### src/common/spicb_pkg.sv
// spicb_pkg: register map, field layout and carrier types of the port
package spicb_pkg;
    localparam logic [7:0] IDX_CTRL_ONE   = 8'hE8;
    localparam logic [7:0] IDX_CTRL_TWO   = 8'hE9;
    localparam logic [7:0] IDX_RATE_SEL   = 8'hEA;
    localparam logic [9:0] ADDR_CTRL_ONE  = {IDX_CTRL_ONE, 2'b00};
    localparam logic [9:0] ADDR_CTRL_TWO  = {IDX_CTRL_TWO, 2'b00};
    localparam logic [9:0] ADDR_RATE_SEL  = {IDX_RATE_SEL, 2'b00};
    localparam int         ADDR_W         = 10;

    // control one
    localparam int B_IRQ_EN   = 7;
    localparam int B_SYS_EN   = 6;
    localparam int B_TXIE     = 5;
    localparam int B_ROLE     = 4;
    localparam int B_CLOCK_POLARITY     = 3;
    localparam int B_CLOCK_PHASE     = 2;
    localparam int B_SELECT_OUTPUT_ENABLE     = 1;
    localparam int B_LSBF     = 0;
    // control two
    localparam int B_MODE_FAULT_ENABLE   = 4;
    localparam int B_BIDIR_OUTPUT_ENABLE  = 3;
    localparam int B_SWAI     = 1;
    localparam int B_PINCTL   = 0;
    // rate select
    localparam int PRE_LSB    = 4;
    localparam int SEL_LSB    = 0;

    localparam logic [7:0] MASK_CTRL_ONE  = 8'hFF;
    localparam logic [7:0] MASK_CTRL_TWO  = 8'h1B;
    localparam logic [7:0] MASK_RATE_SEL  = 8'h77;
    localparam logic [7:0] RST_CTRL_ONE   = 8'h00;
    localparam logic [7:0] RST_CTRL_TWO   = 8'h00;
    localparam logic [7:0] RST_RATE_SEL   = 8'h00;
    localparam int         HALF_CNT_W     = 11;
    localparam logic [4:0] EDGE_LAST      = 5'h10;

    typedef enum logic {
        GEN_IDLE = 1'b0,
        GEN_RUN  = 1'b1
    } spicb_gen_e;

    typedef struct packed {
        logic       irq_enable;
        logic       system_enable;
        logic       tx_empty_irq_enable;
        logic       role_select;
        logic       clock_polarity;
        logic       clock_phase;
        logic       select_output_enable;
        logic       low_bit_first;
        logic       mode_fault_enable;
        logic       bidir_output_enable;
        logic       stop_in_wait;
        logic       bidir_pin_control;
        logic [2:0] rate_preselect;
        logic [2:0] rate_select;
    } spicb_cfg_s;

    typedef struct packed {
        logic mosi_out;
        logic mosi_oe;
        logic miso_out;
        logic miso_oe;
        logic ss_out;
        logic ss_oe;
        logic sck_out;
        logic sck_oe;
    } spicb_pins_s;
endpackage

### src/design/spicb_ctrl.sv
// spicb_ctrl: control, rate and pin steering of the serial port
`timescale 1ns/10ps
// Overview of operation
// receive or fault flag raises irq when enabled
// disable forces idle and clears status
// pins driven only while port enabled
// tx empty flag raises irq when enabled
// role bit picks master; change forces idle
// polarity sets clock idle level, both ends
// phase picks odd or even sampling edges
// master config change aborts transfer; irq enable, tx empty irq enable and stop in wait changes do not abort
// bit order selectable, data register unchanged
// master select pin per fault and output
// slave select pin always an input
// bidir output enable gates active data pin
// bidir enable change aborts only in bidir
// master pin use per pin control
// slave pin use per pin control
// stop in wait halts clock generation
// rate register holds preselect and select
// unused bits ignore writes, read zero
// master clock is bus clock over divisor
// divisor is (pre+1) times 2^(sel+1)
// all config registers reset to zero
module spicb_ctrl #(
    parameter int CNT_W = spicb_pkg::HALF_CNT_W
) (
    input  wire logic                        core_clk_in,
    input  wire logic                        rstn_in,
    input  wire logic [spicb_pkg::ADDR_W-1:0] avs_address_in,
    input  wire logic                        avs_read_in,
    input  wire logic                        avs_write_in,
    input  wire logic [31:0]                 avs_writedata_in,
    input  wire logic [3:0]                  avs_byteenable_in,
    output logic      [31:0]                 avs_readdata_out,
    output logic                             avs_waitrequest_out,
    input  wire logic                        rx_complete_flag_in,
    input  wire logic                        mode_fault_flag_in,
    input  wire logic                        tx_empty_flag_in,
    input  wire logic                        wait_mode_in,
    input  wire logic                        sck_run_in,
    input  wire logic                        serial_tx_in,
    input  wire logic                        ss_drive_in,
    input  wire logic                        mosi_pin_in,
    input  wire logic                        miso_pin_in,
    input  wire logic                        ss_n_pin_in,
    input  wire logic                        sck_pin_in,
    output spicb_pkg::spicb_cfg_s            cfg_out,
    output spicb_pkg::spicb_pins_s           pins_out,
    output logic                             serial_rx_out,
    output logic                             slave_sck_out,
    output logic                             mode_fault_detect_out,
    output logic                             sample_strobe_out,
    output logic                             force_idle_out,
    output logic                             status_clear_out,
    output logic                             irq_out
);
    // elaboration check: counter must hold the largest half period
    if (CNT_W < spicb_pkg::HALF_CNT_W) begin : g_cnt_w_check
        $error("CNT_W too small for largest half period");
    end

    // half period in bus cycles; full divisor is twice this
    function automatic logic [CNT_W-1:0] half_period(input logic [7:0] br);
        logic [CNT_W-1:0] p;
        p = CNT_W'(br[spicb_pkg::PRE_LSB +: 3]) + CNT_W'(1);
        return p << br[spicb_pkg::SEL_LSB +: 3];
    endfunction

    // bus slave and config registers
    logic [7:0]  ctl1_r, ctl1_nxt;
    logic [7:0]  ctl2_r, ctl2_nxt;
    logic [7:0]  rate_r, rate_nxt;
    logic        ack_r, ack_nxt;
    logic        wreq_r, wreq_nxt;
    logic [31:0] rdata_r, rdata_nxt;
    logic        abort_r, abort_nxt;
    logic        req;
    logic        wr_acc;
    logic [7:0]  wbyte;

    assign req = avs_read_in | avs_write_in;
    assign wr_acc = avs_write_in & ack_r & avs_byteenable_in[0];
    assign wbyte = avs_writedata_in[7:0];

    always_comb begin
        ctl1_nxt  = ctl1_r;
        ctl2_nxt  = ctl2_r;
        rate_nxt  = rate_r;
        ack_nxt   = req & ~ack_r;
        wreq_nxt  = ~(req & ~ack_r);
        rdata_nxt = rdata_r;
        if (req & ~ack_r) begin
            case (avs_address_in)
                spicb_pkg::ADDR_CTRL_ONE: rdata_nxt = {24'h000000, ctl1_r};
                spicb_pkg::ADDR_CTRL_TWO: rdata_nxt = {24'h000000, ctl2_r};
                spicb_pkg::ADDR_RATE_SEL: rdata_nxt = {24'h000000, rate_r};
                default:                  rdata_nxt = 32'h00000000;
            endcase
        end
        if (wr_acc) begin
            case (avs_address_in)
                spicb_pkg::ADDR_CTRL_ONE: ctl1_nxt = wbyte;
                spicb_pkg::ADDR_CTRL_TWO:
                    ctl2_nxt = wbyte & spicb_pkg::MASK_CTRL_TWO;
                spicb_pkg::ADDR_RATE_SEL:
                    rate_nxt = wbyte & spicb_pkg::MASK_RATE_SEL;
                default: ;
            endcase
        end
    end

    // abort on role change anytime, on format, fault, pin and rate changes as master (not irq or wait bits)
    always_comb begin
        logic master;
        logic [7:0] d1;
        logic [7:0] d2;
        master = ctl1_r[spicb_pkg::B_ROLE];
        d1 = ctl1_nxt ^ ctl1_r;
        d2 = ctl2_nxt ^ ctl2_r;
        abort_nxt = d1[spicb_pkg::B_ROLE];
        if (master) begin
            abort_nxt = abort_nxt | d1[spicb_pkg::B_CLOCK_POLARITY]
                      | d1[spicb_pkg::B_CLOCK_PHASE] | d1[spicb_pkg::B_SELECT_OUTPUT_ENABLE]
                      | d1[spicb_pkg::B_LSBF] | d2[spicb_pkg::B_MODE_FAULT_ENABLE]
                      | d2[spicb_pkg::B_PINCTL]
                      | (rate_nxt != rate_r);
            if (ctl2_r[spicb_pkg::B_PINCTL]) begin
                abort_nxt = abort_nxt | d2[spicb_pkg::B_BIDIR_OUTPUT_ENABLE];
            end
        end
    end

    always_ff @(posedge core_clk_in) begin
        if (!rstn_in) begin
            ctl1_r  <= spicb_pkg::RST_CTRL_ONE;
            ctl2_r  <= spicb_pkg::RST_CTRL_TWO;
            rate_r  <= spicb_pkg::RST_RATE_SEL;
            ack_r   <= 1'b0;
            wreq_r  <= 1'b1;
            rdata_r <= 32'h00000000;
            abort_r <= 1'b0;
        end else begin
            ctl1_r  <= ctl1_nxt;
            ctl2_r  <= ctl2_nxt;
            rate_r  <= rate_nxt;
            ack_r   <= ack_nxt;
            wreq_r  <= wreq_nxt;
            rdata_r <= rdata_nxt;
            abort_r <= abort_nxt;
        end
    end

    // own flop so the bus never sees a gate on waitrequest
    assign avs_waitrequest_out = wreq_r;
    assign avs_readdata_out    = rdata_r;
    // bit order only steers the shifter; register layout stays msb at 7
    assign cfg_out = '{
        irq_enable:           ctl1_r[spicb_pkg::B_IRQ_EN],
        system_enable:        ctl1_r[spicb_pkg::B_SYS_EN],
        tx_empty_irq_enable:  ctl1_r[spicb_pkg::B_TXIE],
        role_select:          ctl1_r[spicb_pkg::B_ROLE],
        clock_polarity:       ctl1_r[spicb_pkg::B_CLOCK_POLARITY],
        clock_phase:          ctl1_r[spicb_pkg::B_CLOCK_PHASE],
        select_output_enable: ctl1_r[spicb_pkg::B_SELECT_OUTPUT_ENABLE],
        low_bit_first:        ctl1_r[spicb_pkg::B_LSBF],
        mode_fault_enable:    ctl2_r[spicb_pkg::B_MODE_FAULT_ENABLE],
        bidir_output_enable:  ctl2_r[spicb_pkg::B_BIDIR_OUTPUT_ENABLE],
        stop_in_wait:         ctl2_r[spicb_pkg::B_SWAI],
        bidir_pin_control:    ctl2_r[spicb_pkg::B_PINCTL],
        rate_preselect:       rate_r[spicb_pkg::PRE_LSB +: 3],
        rate_select:          rate_r[spicb_pkg::SEL_LSB +: 3]
    };

    // master clock generator
    spicb_pkg::spicb_gen_e gen_r, gen_nxt;
    logic [CNT_W-1:0] cnt_r, cnt_nxt;
    logic [4:0]       edge_r, edge_nxt;
    logic             sck_r, sck_nxt;
    logic             smp_r, smp_nxt;
    logic             idle_r, idle_nxt;
    logic             en;
    logic             master;
    logic             halted;

    assign en = ctl1_r[spicb_pkg::B_SYS_EN];
    assign master = ctl1_r[spicb_pkg::B_ROLE];
    assign halted = ctl2_r[spicb_pkg::B_SWAI] & wait_mode_in;

    always_comb begin
        gen_nxt  = gen_r;
        cnt_nxt  = cnt_r;
        edge_nxt = edge_r;
        sck_nxt  = sck_r;
        smp_nxt  = 1'b0;
        idle_nxt = abort_nxt | ~ctl1_nxt[spicb_pkg::B_SYS_EN];
        case (gen_r)
            spicb_pkg::GEN_IDLE: begin
                cnt_nxt  = '0;
                edge_nxt = 5'h00;
                sck_nxt  = ctl1_r[spicb_pkg::B_CLOCK_POLARITY];
                if (en & master & sck_run_in & ~abort_r) begin
                    gen_nxt = spicb_pkg::GEN_RUN;
                end
            end
            spicb_pkg::GEN_RUN: begin
                if (~en | ~master | ~sck_run_in | abort_r) begin
                    gen_nxt = spicb_pkg::GEN_IDLE;
                    sck_nxt = ctl1_r[spicb_pkg::B_CLOCK_POLARITY];
                end else if (halted) begin
                    // held, transfer resumes when wait ends
                    cnt_nxt = cnt_r;
                end else if (cnt_r == half_period(rate_r) - CNT_W'(1)) begin
                    cnt_nxt = '0;
                    if (edge_r != spicb_pkg::EDGE_LAST) begin
                        sck_nxt  = ~sck_r;
                        edge_nxt = edge_r + 5'h01;
                        // odd edges at phase 0, even at phase 1
                        smp_nxt  = edge_nxt[0]
                                 ^ ctl1_r[spicb_pkg::B_CLOCK_PHASE];
                    end
                end else begin
                    cnt_nxt = cnt_r + CNT_W'(1);
                end
            end
            default: gen_nxt = spicb_pkg::GEN_IDLE;
        endcase
    end

    always_ff @(posedge core_clk_in) begin
        if (!rstn_in) begin
            gen_r  <= spicb_pkg::GEN_IDLE;
            cnt_r  <= '0;
            edge_r <= 5'h00;
            sck_r  <= 1'b0;
            smp_r  <= 1'b0;
            idle_r <= 1'b1;
        end else begin
            gen_r  <= gen_nxt;
            cnt_r  <= cnt_nxt;
            edge_r <= edge_nxt;
            sck_r  <= sck_nxt;
            smp_r  <= smp_nxt;
            idle_r <= idle_nxt;
        end
    end

    assign sample_strobe_out = smp_r;
    assign force_idle_out    = idle_r;

    // pin steering, interrupt and status clear
    spicb_pkg::spicb_pins_s pins_r, pins_nxt;
    logic rx_r, rx_nxt;
    logic ssck_r, ssck_nxt;
    logic mfd_r, mfd_nxt;
    logic irq_r, irq_nxt;
    logic sclr_r, sclr_nxt;

    always_comb begin
        logic pc;
        logic oe;
        logic mf;
        pc = ctl2_r[spicb_pkg::B_PINCTL];
        oe = ctl2_r[spicb_pkg::B_BIDIR_OUTPUT_ENABLE];
        mf = ctl2_r[spicb_pkg::B_MODE_FAULT_ENABLE];
        pins_nxt = '0;
        pins_nxt.mosi_out = serial_tx_in;
        pins_nxt.miso_out = serial_tx_in;
        pins_nxt.ss_out   = ss_drive_in;
        pins_nxt.sck_out  = sck_r;
        rx_nxt   = 1'b0;
        ssck_nxt = 1'b0;
        mfd_nxt  = 1'b0;
        if (en) begin
            if (master) begin
                pins_nxt.sck_oe  = 1'b1;
                pins_nxt.mosi_oe = ~pc | oe;
                rx_nxt = pc ? mosi_pin_in : miso_pin_in;
                pins_nxt.ss_oe = mf & ctl1_r[spicb_pkg::B_SELECT_OUTPUT_ENABLE];
                mfd_nxt = mf & ~ctl1_r[spicb_pkg::B_SELECT_OUTPUT_ENABLE] & ~ss_n_pin_in;
            end else begin
                // slave select stays an input in slave mode
                pins_nxt.miso_oe = (~pc | oe) & ~ss_n_pin_in;
                rx_nxt   = pc ? miso_pin_in : mosi_pin_in;
                ssck_nxt = sck_pin_in;
            end
        end
        irq_nxt = en & ((ctl1_r[spicb_pkg::B_IRQ_EN]
                         & (rx_complete_flag_in | mode_fault_flag_in))
                      | (ctl1_r[spicb_pkg::B_TXIE] & tx_empty_flag_in));
        sclr_nxt = ~ctl1_nxt[spicb_pkg::B_SYS_EN];
    end

    always_ff @(posedge core_clk_in) begin
        if (!rstn_in) begin
            pins_r <= '0;
            rx_r   <= 1'b0;
            ssck_r <= 1'b0;
            mfd_r  <= 1'b0;
            irq_r  <= 1'b0;
            sclr_r <= 1'b1;
        end else begin
            pins_r <= pins_nxt;
            rx_r   <= rx_nxt;
            ssck_r <= ssck_nxt;
            mfd_r  <= mfd_nxt;
            irq_r  <= irq_nxt;
            sclr_r <= sclr_nxt;
        end
    end

    assign pins_out              = pins_r;
    assign serial_rx_out         = rx_r;
    assign slave_sck_out         = ssck_r;
    assign mode_fault_detect_out = mfd_r;
    assign irq_out               = irq_r;
    assign status_clear_out      = sclr_r;

    // checks
    irq_rx_fault_a: assert property (@(posedge core_clk_in)
        disable iff (!rstn_in)
        en & ctl1_r[spicb_pkg::B_IRQ_EN] & (rx_complete_flag_in
            | mode_fault_flag_in) |=> irq_r)
        else $error("receive or fault irq missing");
    irq_tx_gate_a: assert property (@(posedge core_clk_in)
        disable iff (!rstn_in)
        ~ctl1_r[spicb_pkg::B_IRQ_EN] & ~ctl1_r[spicb_pkg::B_TXIE]
            |=> ~irq_r)
        else $error("irq raised while both enables clear");
    disable_idle_a: assert property (@(posedge core_clk_in)
        disable iff (!rstn_in)
        ~ctl1_nxt[spicb_pkg::B_SYS_EN] |=> idle_r & sclr_r
            ##1 gen_r == spicb_pkg::GEN_IDLE)
        else $error("disable did not force idle and clear");
    pins_released_a: assert property (@(posedge core_clk_in)
        disable iff (!rstn_in)
        ~en |=> ~pins_r.mosi_oe & ~pins_r.miso_oe & ~pins_r.ss_oe
            & ~pins_r.sck_oe)
        else $error("pin driven while disabled");
    role_abort_a: assert property (@(posedge core_clk_in)
        disable iff (!rstn_in)
        wr_acc & (ctl1_nxt[spicb_pkg::B_ROLE] != master) |=> idle_r)
        else $error("role change did not force idle");
    sck_idle_lvl_a: assert property (@(posedge core_clk_in)
        disable iff (!rstn_in)
        gen_r == spicb_pkg::GEN_IDLE
            |=> sck_r == $past(ctl1_r[spicb_pkg::B_CLOCK_POLARITY]))
        else $error("clock idle level wrong");
    sample_edge_a: assert property (@(posedge core_clk_in)
        disable iff (!rstn_in)
        smp_r |-> edge_r[0] == ~$past(ctl1_r[spicb_pkg::B_CLOCK_PHASE]))
        else $error("sampling on wrong edge parity");
    rate_abort_a: assert property (@(posedge core_clk_in)
        disable iff (!rstn_in)
        master & (rate_nxt != rate_r) |=> idle_r
            ##1 gen_r == spicb_pkg::GEN_IDLE)
        else $error("rate change did not abort");
    reserved_zero_a: assert property (@(posedge core_clk_in)
        disable iff (!rstn_in)
        ((ctl2_r & ~spicb_pkg::MASK_CTRL_TWO) == 8'h00)
            && ((rate_r & ~spicb_pkg::MASK_RATE_SEL) == 8'h00))
        else $error("reserved bit set");
    slave_ss_in_a: assert property (@(posedge core_clk_in)
        disable iff (!rstn_in)
        ~master |=> ~pins_r.ss_oe)
        else $error("select driven in slave mode");
    wait_halt_a: assert property (@(posedge core_clk_in)
        disable iff (!rstn_in)
        gen_r == spicb_pkg::GEN_RUN & halted
            & gen_nxt == spicb_pkg::GEN_RUN |=> $stable(sck_r))
        else $error("clock moved while halted in wait");
endmodule

### config.mk
export PLATFORM = sky130hd
export DESIGN_NAME = spicb_ctrl
export DESIGN_NICKNAME = d
export VERILOG_FILES = /design/src/common/spicb_pkg.sv /design/src/design/spicb_ctrl.sv
export SDC_FILE = /design/constraint.sdc
export NUM_CORES = 1
export LEC_CHECK = 0
export CAP_MARGIN = 30
export CORE_MARGIN = 8
export CORE_UTILIZATION = 55
export DETAILED_ROUTE_END_ITERATION = 12
export DONT_BUFFER_PORTS = 1
export PLACE_DENSITY_LB_ADDON = 0.3
export SYNTH_ARGS = -nofsm -noshare
export SYNTH_HDL_FRONTEND = slang
export SYNTH_SLANG_ARGS = --single-unit
### constraint.sdc
create_clock -name core_clk_in -period 3.2 [get_ports core_clk_in]
set_input_delay 0.8 -clock core_clk_in [delete_from_list [all_inputs] [get_ports core_clk_in]]
set_output_delay 0.8 -clock core_clk_in [all_outputs]
set_load 0.005 [all_outputs]
==> results of run 1 <==
[area by class of cell]
class / count / area share, %
Multi-Input combinational cell: 372 / 55.30
Sequential cell: 64 / 30.00
Clock inverter: 3 / 0.9338
Inverter: 16 / 1.401
Timing Repair Buffer: 31 / 5.719
Antenna cell: 1 / 0.05836
Tap cell: 99 / 2.889
Clock buffer: 13 / 3.706
[logic make-up (layout without fill, tap and decap cells)]
logic type / after synthesis / in the layout / synth area share, %
buf+inv: 77 / 63 / 11.31
fa+ha+maj: 5 / 5 / 1.570
other cells: 1 / 25 / 0.09413
xor+xnor: 31 / 31 / 6.815
simple gates: 202 / 202 / 27.61
flops: 64 / 64 / 32.16
mux: 12 / 12 / 3.203
compound gates: 98 / 98 / 17.24
[worst max path at each step]
stage              start   endpoint  slack (ns)
2_1_floorplan  rate_r[4]   cnt_r[7]        0.18
3_3_place_gp   rate_r[0]      sck_r       -0.01
3_5_place_dp   rate_r[0]  edge_r[1]       -0.08
4_1_cts        rate_r[5]  edge_r[1]        0.03
5_1_grt        rate_r[0]      sck_r      -0.001
6_report       rate_r[5]  edge_r[1]        0.13
[timing repair]
action,4_1_cts,5_1_grt
gates resized for setup,2,8
cloned,0,0
endpoints found under the setup margin,16,18
endpoints found under the hold margin,0,0
pin swaps,0,2
setup buffers,0,0
[state kept, by name (all words and copies together) (netlist names), named ones only]
signal	count
cnt_r	11
avs_readdata_out	8
ctl1_r	8
rate_r	8
pins_out	7
edge_r	5
ctl2_r	3
abort_r	1
ack_r	1
avs_waitrequest_out	1
force_idle_out	1
gen_r	1
irq_out	1
mode_fault_detect_out	1
sample_strobe_out	1
sck_r	1
serial_rx_out	1
slave_sck_out	1
status_clear_out	1
[critical path, stage by stage, from the launching register on]
cell and delay [ns]:
dfxtp_1 0.34, ha_4 0.32, nor2b_2 0.19, buf_4 0.15, nor3_2 0.05, o21a_1 0.19
or4_4 0.47, a211oi_2 0.29, o2111ai_2 0.23, or4_4 0.55, nand2_1 0.10, a21oi_1 0.06
[layout by cell type, fill, tap and decap left out, types with 6 or more instances in the layout]
| cell type | count |
|---|---|
| mux2i_1 | 9 |
| and3_1 | 9 |
| nand2b_1 | 6 |
| clkbuf_8 | 11 |
| xnor2_1 | 17 |
| nor3_1 | 16 |
| xor2_1 | 13 |
| nor2_2 | 6 |
| conb_1 | 24 |
| nand3_1 | 22 |
| a31oi_1 | 8 |
| nor2b_1 | 8 |
| nor2_1 | 21 |
| nand2_1 | 61 |
| buf_4 | 30 |
| a21oi_1 | 34 |
| dfxtp_1 | 62 |
| nand4_1 | 11 |
| inv_1 | 15 |
| and2_1 | 6 |
| o21ai_0 | 16 |
[through the flow]
stage / cell area (sq um) / TNS [ns]
floorplan: 4070 / 0
finish: 4288 / 0
CTS: 4252 / 0
global placement: 4049 / -0.01230
global route: 4288 / -0.001079
detailed placement: 4049 / -0.2146
[layer usage]
| layer | routed length (um) | share of wire [%] | vias to the layer above |
|---|---|---|---|
| li1 | - | - | 1682 |
| met1 | 3976 | 41 | 1615 |
| met2 | 4748 | 49 | 122 |
| met3 | 868 | 8.9 | 19 |
| met4 | 158 | 1.6 | 0 |
| met5 | 0 | 0 | - |
[power by group through the flow]
stage                     registers [mW]  clock network [mW]  logic, mW
final                              0.801               0.693     0.0361
after global routing               0.801               0.737     0.0403
after CTS                          0.802               0.705     0.0346
after detailed placement           0.820                   0     0.0346
after global placement             0.820                   0     0.0336
after floorplan                    0.819                   0     0.0605
==> results.yml, run 1 <==
final_layout:
  multiInputGateArea_sq_um: 2371
  seq_area_sq_um: 1286
  area.growth.synth_to_final_pct: 7.632
  nets: 560
  nFillCells: 661
  utilization_pct: 60.08
  drive_gt1_share_pct: 16.43
  stdcell_count: 599
cts:
  cts_tree: "yes"
  clk_latency_ns: 0.34
  postCtsHoldBufs: 0
  clockRootBuffer: "clkbuf_8"
  cts_sinks: 64
  clk_pin_slew_ns: 0.07
  cts_buffer_depth: 2
  cts_buffers: 9
  htree_levels: 3
logic_synthesis:
  dominantRegCellSynth: "dfxtp_1"
  synth_seq_cells: 64
  ys_warn_count: 0
  yosys.area.top_type: "dfxtp_1"
  synth_top_area_share_pct: 32.16
  netlist_area_sq_um: 3984
  synth_edf_count: 0
  ys_types: 69
  ys_top_cells_by_area: "dfxtp_1 32%, buf_4 7.2%, nand2_1 5.7%"
  synth.top_cells.by_count: "64 x dfxtp_1, 61 x nand2_1, 38 x buf_4, 34 x a21oi_1, 22 x nand3_1"
  async_reset_ff_share_pct: 0
  yosysSeqAreaShare_pct: 32.16
  syn_area_per_cell_sq_um: 8.130
  yosysMostFrequentCell: "dfxtp_1"
  synthCells: 490
floorplan:
  dieArea_sq_um: 10220
  die_w_um: 101.1
  die_y_um: 101.1
  start_util_pct: 55.82
  ios: 127
  core_area_sq_um: 7137
  row_count: 31
place:
  dp_worst_setup_slack_ns: -0.07505
  portBuffers: 0
  place.gp.congestion: 0.9022
  dp_cells: 582
  dp.final_hpwl_um: 7472
drt:
  viasPerCell: 5.740
  firstDrtPassIters: 5
  routed_wl_um: 9750
  detail-route-antenna-nets: 0
  vias: 3438
  avgRoutedWirePerCell_um: 16.28
  drt-initial-drc-count: 196
  drcViolationCount: 0
worst_hold_path:
  min_path_cells: 2
  min_path_type: "reg -> reg"
  hold_start: "avs_readdata_out[5]"
  hold_path_end: "avs_readdata_out[5]"
pwr:
  worst_ir_drop_vdd_uv: 355.6
  switching_share_pct: 20.72
  power_mw: 1.531
  powerDensity_nw_per_um2: 357.0
  internal-power_mw: 1.213
  pwr-share-seq_pct: 52.3
  power_frac_comb_pct: 2.4
  clockPowerShare_pct: 45.3
  power.switching_mw: 0.3172
  p_leak_nw: 1.578
setup_path:
  r2r_slack_ns: 0.13
  critPathArrivalTime_ns: 3.28
  crit_path_end_kind: "flip-flop"
  reg2reg_depth: 11
  start_kind: "flip-flop"
  reg2reg_from: "rate_r[5]"
  path_class: "reg -> reg"
  reg2reg_to: "edge_r[1]"
  cp.required_ns: 3.41
  crit_path_max_fanout: 7
global_route:
  grt_usage_pct: 19.03
  met3_usage_pct: 6.837
  antenna_found_initial: 1
  grt_use_met2_pct: 32.64
  grt_pass1_vias: 3208
  grt_max_degree: 21
  gr-usage-met1_pct: 21.50
  top_usage_layer: "met2"
  grt_pass1_wl_um: 15500
  grt_overflow: 0
timing:
  max_freq_ghz: 0.3255
  min_period_over_period_pct: 96.01
  period_minus_slack_ns: 3.072
  drv_slew: 0
  worstMarginPinSlew_ns: 0.6552
  setup_slack_ns: 0.1276
  hold_viol: 0
  max_slew_margin_pct: 56.05
  finalClockSkew_ns: 0.01152
  setup_viol: 0
  whs_ns: 0.4825
status:
  outcome: "finished clean"
flow_run:
  cap_violations: 0
Power figures use the tool's default switching activity.
==> run 2: changes to the inputs <==
--- a/config.mk
+++ b/config.mk
@@ -5,6 +5,7 @@
 export SDC_FILE = /design/constraint.sdc
 export NUM_CORES = 1
 export LEC_CHECK = 0
+export ABC_AREA = 1
 export CAP_MARGIN = 30
 export CORE_MARGIN = 8
 export CORE_UTILIZATION = 55
==> run 2 against run 1 <==
Effect of this change:
- via count is 11% higher
- hold slack worse by 0.036 ns
- synthesized cell count is 20% higher
- combinational power is 14% lower
- critical endpoint is now edge_r[0]
- highest routed layer unchanged
- sequential power hardly changed
- cell count is 15% higher
- synthesized area is 3.0% higher
- largest power group unchanged
- clock power is 1% lower
==> results.yml, run 2 <==
cts:
  cts_setup_buffers: 0
  cts_sinks: 64
  postCtsHoldBufs: 0
  clockRootBuffer: "clkbuf_8"
  clk_latency_ns: 0.34
  cts_buffer_depth: 2
  cts_tree: "yes"
  clk_pin_slew_ns: 0.07
  htree_levels: 3
  cts_resized: 0
  cts_buffers: 9
floorplan:
  row_count: 31
  dieArea_sq_um: 10480
  ios: 127
  die_y_um: 102.4
  die_w_um: 102.4
  core_area_sq_um: 7253
  start_util_pct: 56.60
setup_path:
  start_kind: "flip-flop"
  critPathArrivalTime_ns: 3.09
  crit_path_end_kind: "flip-flop"
  reg2reg_depth: 16
  r2r_slack_ns: 0.35
  path_class: "reg -> reg"
  cp.required_ns: 3.44
  crit_path_max_fanout: 11
place:
  dp_cells: 672
  place.gp.congestion: 0.9798
  portBuffers: 0
  dp.final_hpwl_um: 8174
global_route:
  antenna_found_initial: 0
  grt_pass1_wl_um: 16820
  grt_usage_pct: 20.40
  grt_pass1_vias: 3629
  grt_max_degree: 32
  grt_overflow: 0
logic_synthesis:
  synth_top_area_share_pct: 31.21
  synth_seq_cells: 64
  async_reset_ff_share_pct: 0
  yosysMostFrequentCell: "nand2_1"
  synth.top_cells.by_count: "97 x nand2_1, 74 x nand3_1, 68 x inv_1, 64 x dfxtp_1, 55 x nor2_1"
  syn_area_per_cell_sq_um: 6.970
  yosys.area.top_type: "dfxtp_1"
  yosysSeqAreaShare_pct: 31.21
  synth_edf_count: 0
  dominantRegCellSynth: "dfxtp_1"
  ys_warn_count: 0
  netlist_area_sq_um: 4105
  ys_top_cells_by_area: "dfxtp_1 31%, nand3_1 9.0%, nand2_1 8.9%"
  ys_types: 45
  synthCells: 589
timing:
  setup_viol: 0
  rsz0062_at_grt: "no"
  finalClockSkew_ns: 0.007683
  period_minus_slack_ns: 2.849
  setup-tns-final_ns: 0
  max_slew_margin_pct: 53.15
  hold_viol: 0
  min_period_over_period_pct: 89.02
  drv_slew: 0
  max_freq_ghz: 0.3510
  worstMarginPinSlew_ns: 0.7002
pwr:
  p_leak_nw: 1.753
  powerDensity_nw_per_um2: 357.8
  worst_ir_drop_vdd_uv: 349.7
status:
  outcome: "finished clean"
drt:
  avgRoutedWirePerCell_um: 15.16
  drcViolationCount: 0
  drt-initial-drc-count: 227
  viasPerCell: 5.560
  firstDrtPassIters: 5
  routed_wl_um: 10430
  detail-route-antenna-nets: 0
  vias: 3825
final_layout:
  mostFrequentLayoutCells: "97 x nand2_1, 74 x nand3_1, 68 x inv_1"
  final_common_cell: "nand2_1"
  largest-register: "cnt_r"
  diodes: 0
  nets: 650
  largest_reg_flops: 11
  drive_gt1_share_pct: 14.09
  area.growth.synth_to_final_pct: 3.200
  stdcell_count: 688
worst_hold_path:
  min_path_type: "reg -> reg"
  min_path_cells: 2
flow_run:
  cap_violations: 0
==> run 2: cell count changes after synthesis, moves of 9 or more <==
cell / change
nor2_1: +34
nand3_1: +52
nor2b_1: -9
nand2_2: +15
a21oi_1: -11
xnor2_1: -14
a211oi_1: +10
mux2i_1: -9
nand2_1: +36
inv_1: +53
==> run 2: layer usage <==
metal / track usage (%) / wire length, um / part of all wire, % / vias to the layer above
met2: 32.08 / 4783 / 46 / 188
met4: 9.932 / 278 / 2.7 / 0
met1: 24.08 / 4217 / 40 / 1727
met5: 0 / 0 / 0 / -
li1: - / - / - / 1881
met3: 7.289 / 1153 / 11 / 29
==> run 2: kinds of logic (layout without fill, tap and decap cells) <==
group / count (synthesis) / after routing / synth area share [%]
and+or+nand+nor: 308 / 308 / 38.77
buffers and inverters: 127 / 104 / 15.67
AOI/OAI and AO/OA: 72 / 72 / 10.18
DFF: 64 / 64 / 31.21
xor gates and xnor gates: 12 / 12 / 2.560
adders and majority gates: 5 / 5 / 1.524
other: 1 / 24 / 0.09135
==> run 2: layout make-up <==
cell class | count | area (sq um)
fill | 727 | 3017
clock buffer | 9 | 123.9
tap | 99 | 123.9
sequential | 64 | 1281
clock inverter | 7 | 71.32
inverter | 79 | 301.5
timing repair buffer | 9 | 67.56
multi-input combinational | 421 | 2267
==> run 2: worst max-delay path, cell delays in order, from the launching register on <==
cell and delay (ns):
dfxtp_1 0.65, o21ai_2 0.15, nor2_2 0.13, nand2_2 0.08, ha_1 0.31, xnor2_1 0.13
o21bai_1 0.15, a21oi_1 0.16, nand2_1 0.07, nor2_1 0.09, nand2_1 0.07, nor2_2 0.11
nand3_2 0.10, nor2_4 0.17, nand3_4 0.14, xor2_1 0.19, nor2_2 0.04
==> run 2: final timing paths <==
kind                   from         to
hold / removal    flip-flop  flip-flop
setup reg to reg  rate_r[0]  edge_r[0]
hold reg to reg   flip-flop  flip-flop
setup / recovery  rate_r[0]  edge_r[0]
==> run 2: through the flow <==
| step | power, mW | worst slack (ns) | instance area (sq um) | utilization, % | hold slack (ns) |
|---|---|---|---|---|---|
| global route | 1.564 | 0.1124 | 4237 | 58.41 | 0.4672 |
| global placement | 0.8487 | 0.3955 | 4041 | 55.72 | 0.4301 |
| finish | 1.516 | 0.3513 | 4237 | 58.41 | 0.4460 |
| detailed placement | 0.8495 | 0.3568 | 4041 | 55.72 | 0.4339 |
| CTS | 1.523 | 0.3460 | 4237 | 58.41 | 0.4453 |
| floorplan | 0.8710 | 0.6417 | 4192 | - | 0.4185 |
==> run 2: where the power goes <==
| group | switching [mW] | internal (mW) |
|---|---|---|
| clock network | 0.325 | 0.359 |
| registers | 0.00232 | 0.799 |
| logic | 0.0243 | 0.00659 |
| total | 0.351 | 1.16 |
==> run 3: changes to the inputs <==
==> constraint.sdc (replaced) <==
create_clock -name core_clk_in -period 3.35 [get_ports core_clk_in]
set_input_delay 0.8375 -clock core_clk_in [delete_from_list [all_inputs] [get_ports core_clk_in]]
set_output_delay 0.8375 -clock core_clk_in [all_outputs]
set_load 0.005 [all_outputs]
==> run 3 against run 2 <==
Effect of this change:
- core utilization up 0.59 points
- first-iteration DRC count up 12%
- die area unchanged
- combinational power down 4%
- routed wire length up 0.26%
- global-route usage up 0.50 points
- hold slack better by 0.0055 ns
- via count down 2.2%
- clock-buffer cell count up 1
- power up 7.3%
- worst setup slack better by 0.10 ns
- clock power up 22%
- highest routed layer unchanged
==> results.yml, run 3 (same netlist as run 2, synthesis figures left out) <==
status:
  outcome: "finished clean"
timing:
  max_freq_ghz: 0.3455
  max_slew_margin_pct: 51.29
  rsz0062_at_grt: "no"
  hold_viol: 0
  worstMarginPinSlew_ns: 0.7280
  drv_slew: 0
  setup-tns-final_ns: 0
  period_minus_slack_ns: 2.895
  setup_viol: 0
  finalClockSkew_ns: 0.01225
  min_period_over_period_pct: 86.41
  setup_slack_ns: 0.4553
floorplan:
  die_w_um: 102.4
  row_count: 31
  die_y_um: 102.4
  dieArea_sq_um: 10480
  core_area_sq_um: 7253
  ios: 127
  start_util_pct: 56.60
drt:
  detail-route-antenna-nets: 0
  drcViolationCount: 0
  vias: 3740
  routed_wl_um: 10460
  avgRoutedWirePerCell_um: 15.25
  drt-initial-drc-count: 254
  viasPerCell: 5.452
  firstDrtPassIters: 6
flow_run:
  cap_violations: 0
place:
  place.gp.congestion: 0.9287
  dp_worst_setup_slack_ns: 0.3748
  dp.final_hpwl_um: 8161
  postPlaceCellArea_sq_um: 4026
  portBuffers: 0
cts:
  postCtsHoldBufs: 0
  cts_buffers: 9
  htree_levels: 3
  cts_resized: 0
  cts_setup_buffers: 0
  clk_pin_slew_ns: 0.08
  clockRootBuffer: "clkbuf_8"
  clk_latency_ns: 0.34
  cts_sinks: 64
  cts_tree: "yes"
  cts_buffer_depth: 2
setup_path:
  start_kind: "flip-flop"
  cpMostUsedCell: "nor2_2"
  critical_path.max_stage_delay_ns: 0.50
  cp-startpoint: "rate_r[5]"
  path_cells: "ha_1, o21ai_2, nor2_2, nand2_2, ha_1, xnor2_1, o21bai_1, a21oi_1, nand2_1, nor2_1, nand2_1, nor2_2, nand3_2, nor2_4, nand3_4, xor2_1, nor2_2"
  critPathArrivalTime_ns: 3.13
  reg2reg_from: "rate_r[5]"
  crit_path_max_fanout: 7
  crit_path_end_kind: "flip-flop"
  cp_slowest_cell: "dfxtp_1"
  cp.required_ns: 3.58
  path_class: "reg -> reg"
final_layout:
  fin_area_sq_um: 4279
  area.growth.synth_to_final_pct: 4.236
  final_common_cell: "nand2_1"
  utilization_pct: 59.00
  nets: 648
  diodes: 0
  largest-register: "cnt_r"
  largest_reg_flops: 11
  drive_gt1_share_pct: 13.80
  nFillCells: 696
  mostFrequentLayoutCells: "97 x nand2_1, 74 x nand3_1, 68 x inv_1"
global_route:
  grt_pass1_vias: 3680
  antenna_found_initial: 0
  grt_overflow: 0
  grt_usage_pct: 20.90
  grt_max_degree: 32
  grt_pass1_wl_um: 17460
worst_hold_path:
  min_path_type: "reg -> reg"
  hold_start: "sck_r"
pwr:
  p_leak_nw: 1.776
  power_mw: 1.627
  powerDensity_nw_per_um2: 380.3
  worst_ir_drop_vdd_uv: 285.9
## run 3: through the flow
stage          hold WS (ns)  std cells
3_5_place_dp         0.4426        670
6_report             0.4516        686
3_3_place_gp         0.4311        670
5_1_grt              0.4806        686
2_1_floorplan        0.4185        612
4_1_cts              0.4525        686
## run 3: final cells by class
cell class                      count  area, sq um  share of cell area (%)
Inverter                           79        301.5                   7.047
Sequential cell                    64         1281                   29.94
Timing Repair Buffer                7        52.55                   1.228
Multi-Input combinational cell    421         2267                   52.98
Clock buffer                       10        137.6                   3.216
Clock inverter                      6        115.1                   2.690
Tap cell                           99        123.9                   2.895
## run 3: metal layers
metal	GRT usage, %	wire length, um	part of all wire (%)	vias to the layer above
met2	33.08	4781	46	155
li1	-	-	-	1866
met5	0	0	0	-
met1	24.76	4409	42	1696
met4	8.691	259	2.5	0
met3	7.902	1009	9.6	23
## run 3: worst paths after layout
check           endpoint  slack [ns]  cells after the start
max            edge_r[0]        0.46                     17
min          pins_out[1]        0.45                      2
max reg2reg    edge_r[0]        0.46                     17
min reg2reg  pins_out[1]        0.45                      2
## run 3: report_power, final
part / leakage (nW) / switching (mW) / internal, mW / total, mW
Sequential: 0.516 / 0.00210 / 0.763 / 0.766
Clock: 0.123 / 0.314 / 0.518 / 0.832
Combinational: 1.14 / 0.0233 / 0.00628 / 0.0296
Total: 1.78 / 0.339 / 1.29 / 1.63
## run 3: worst max-delay path, delay by kind of cell, from the launching register on
family,cells,cell delay [ns]
xor gates and xnor gates,2,0.30
AOI/OAI and AO/OA,3,0.49
adders and majority gates,2,0.58
and+or+nand+nor,10,0.91
DFF,1,0.50
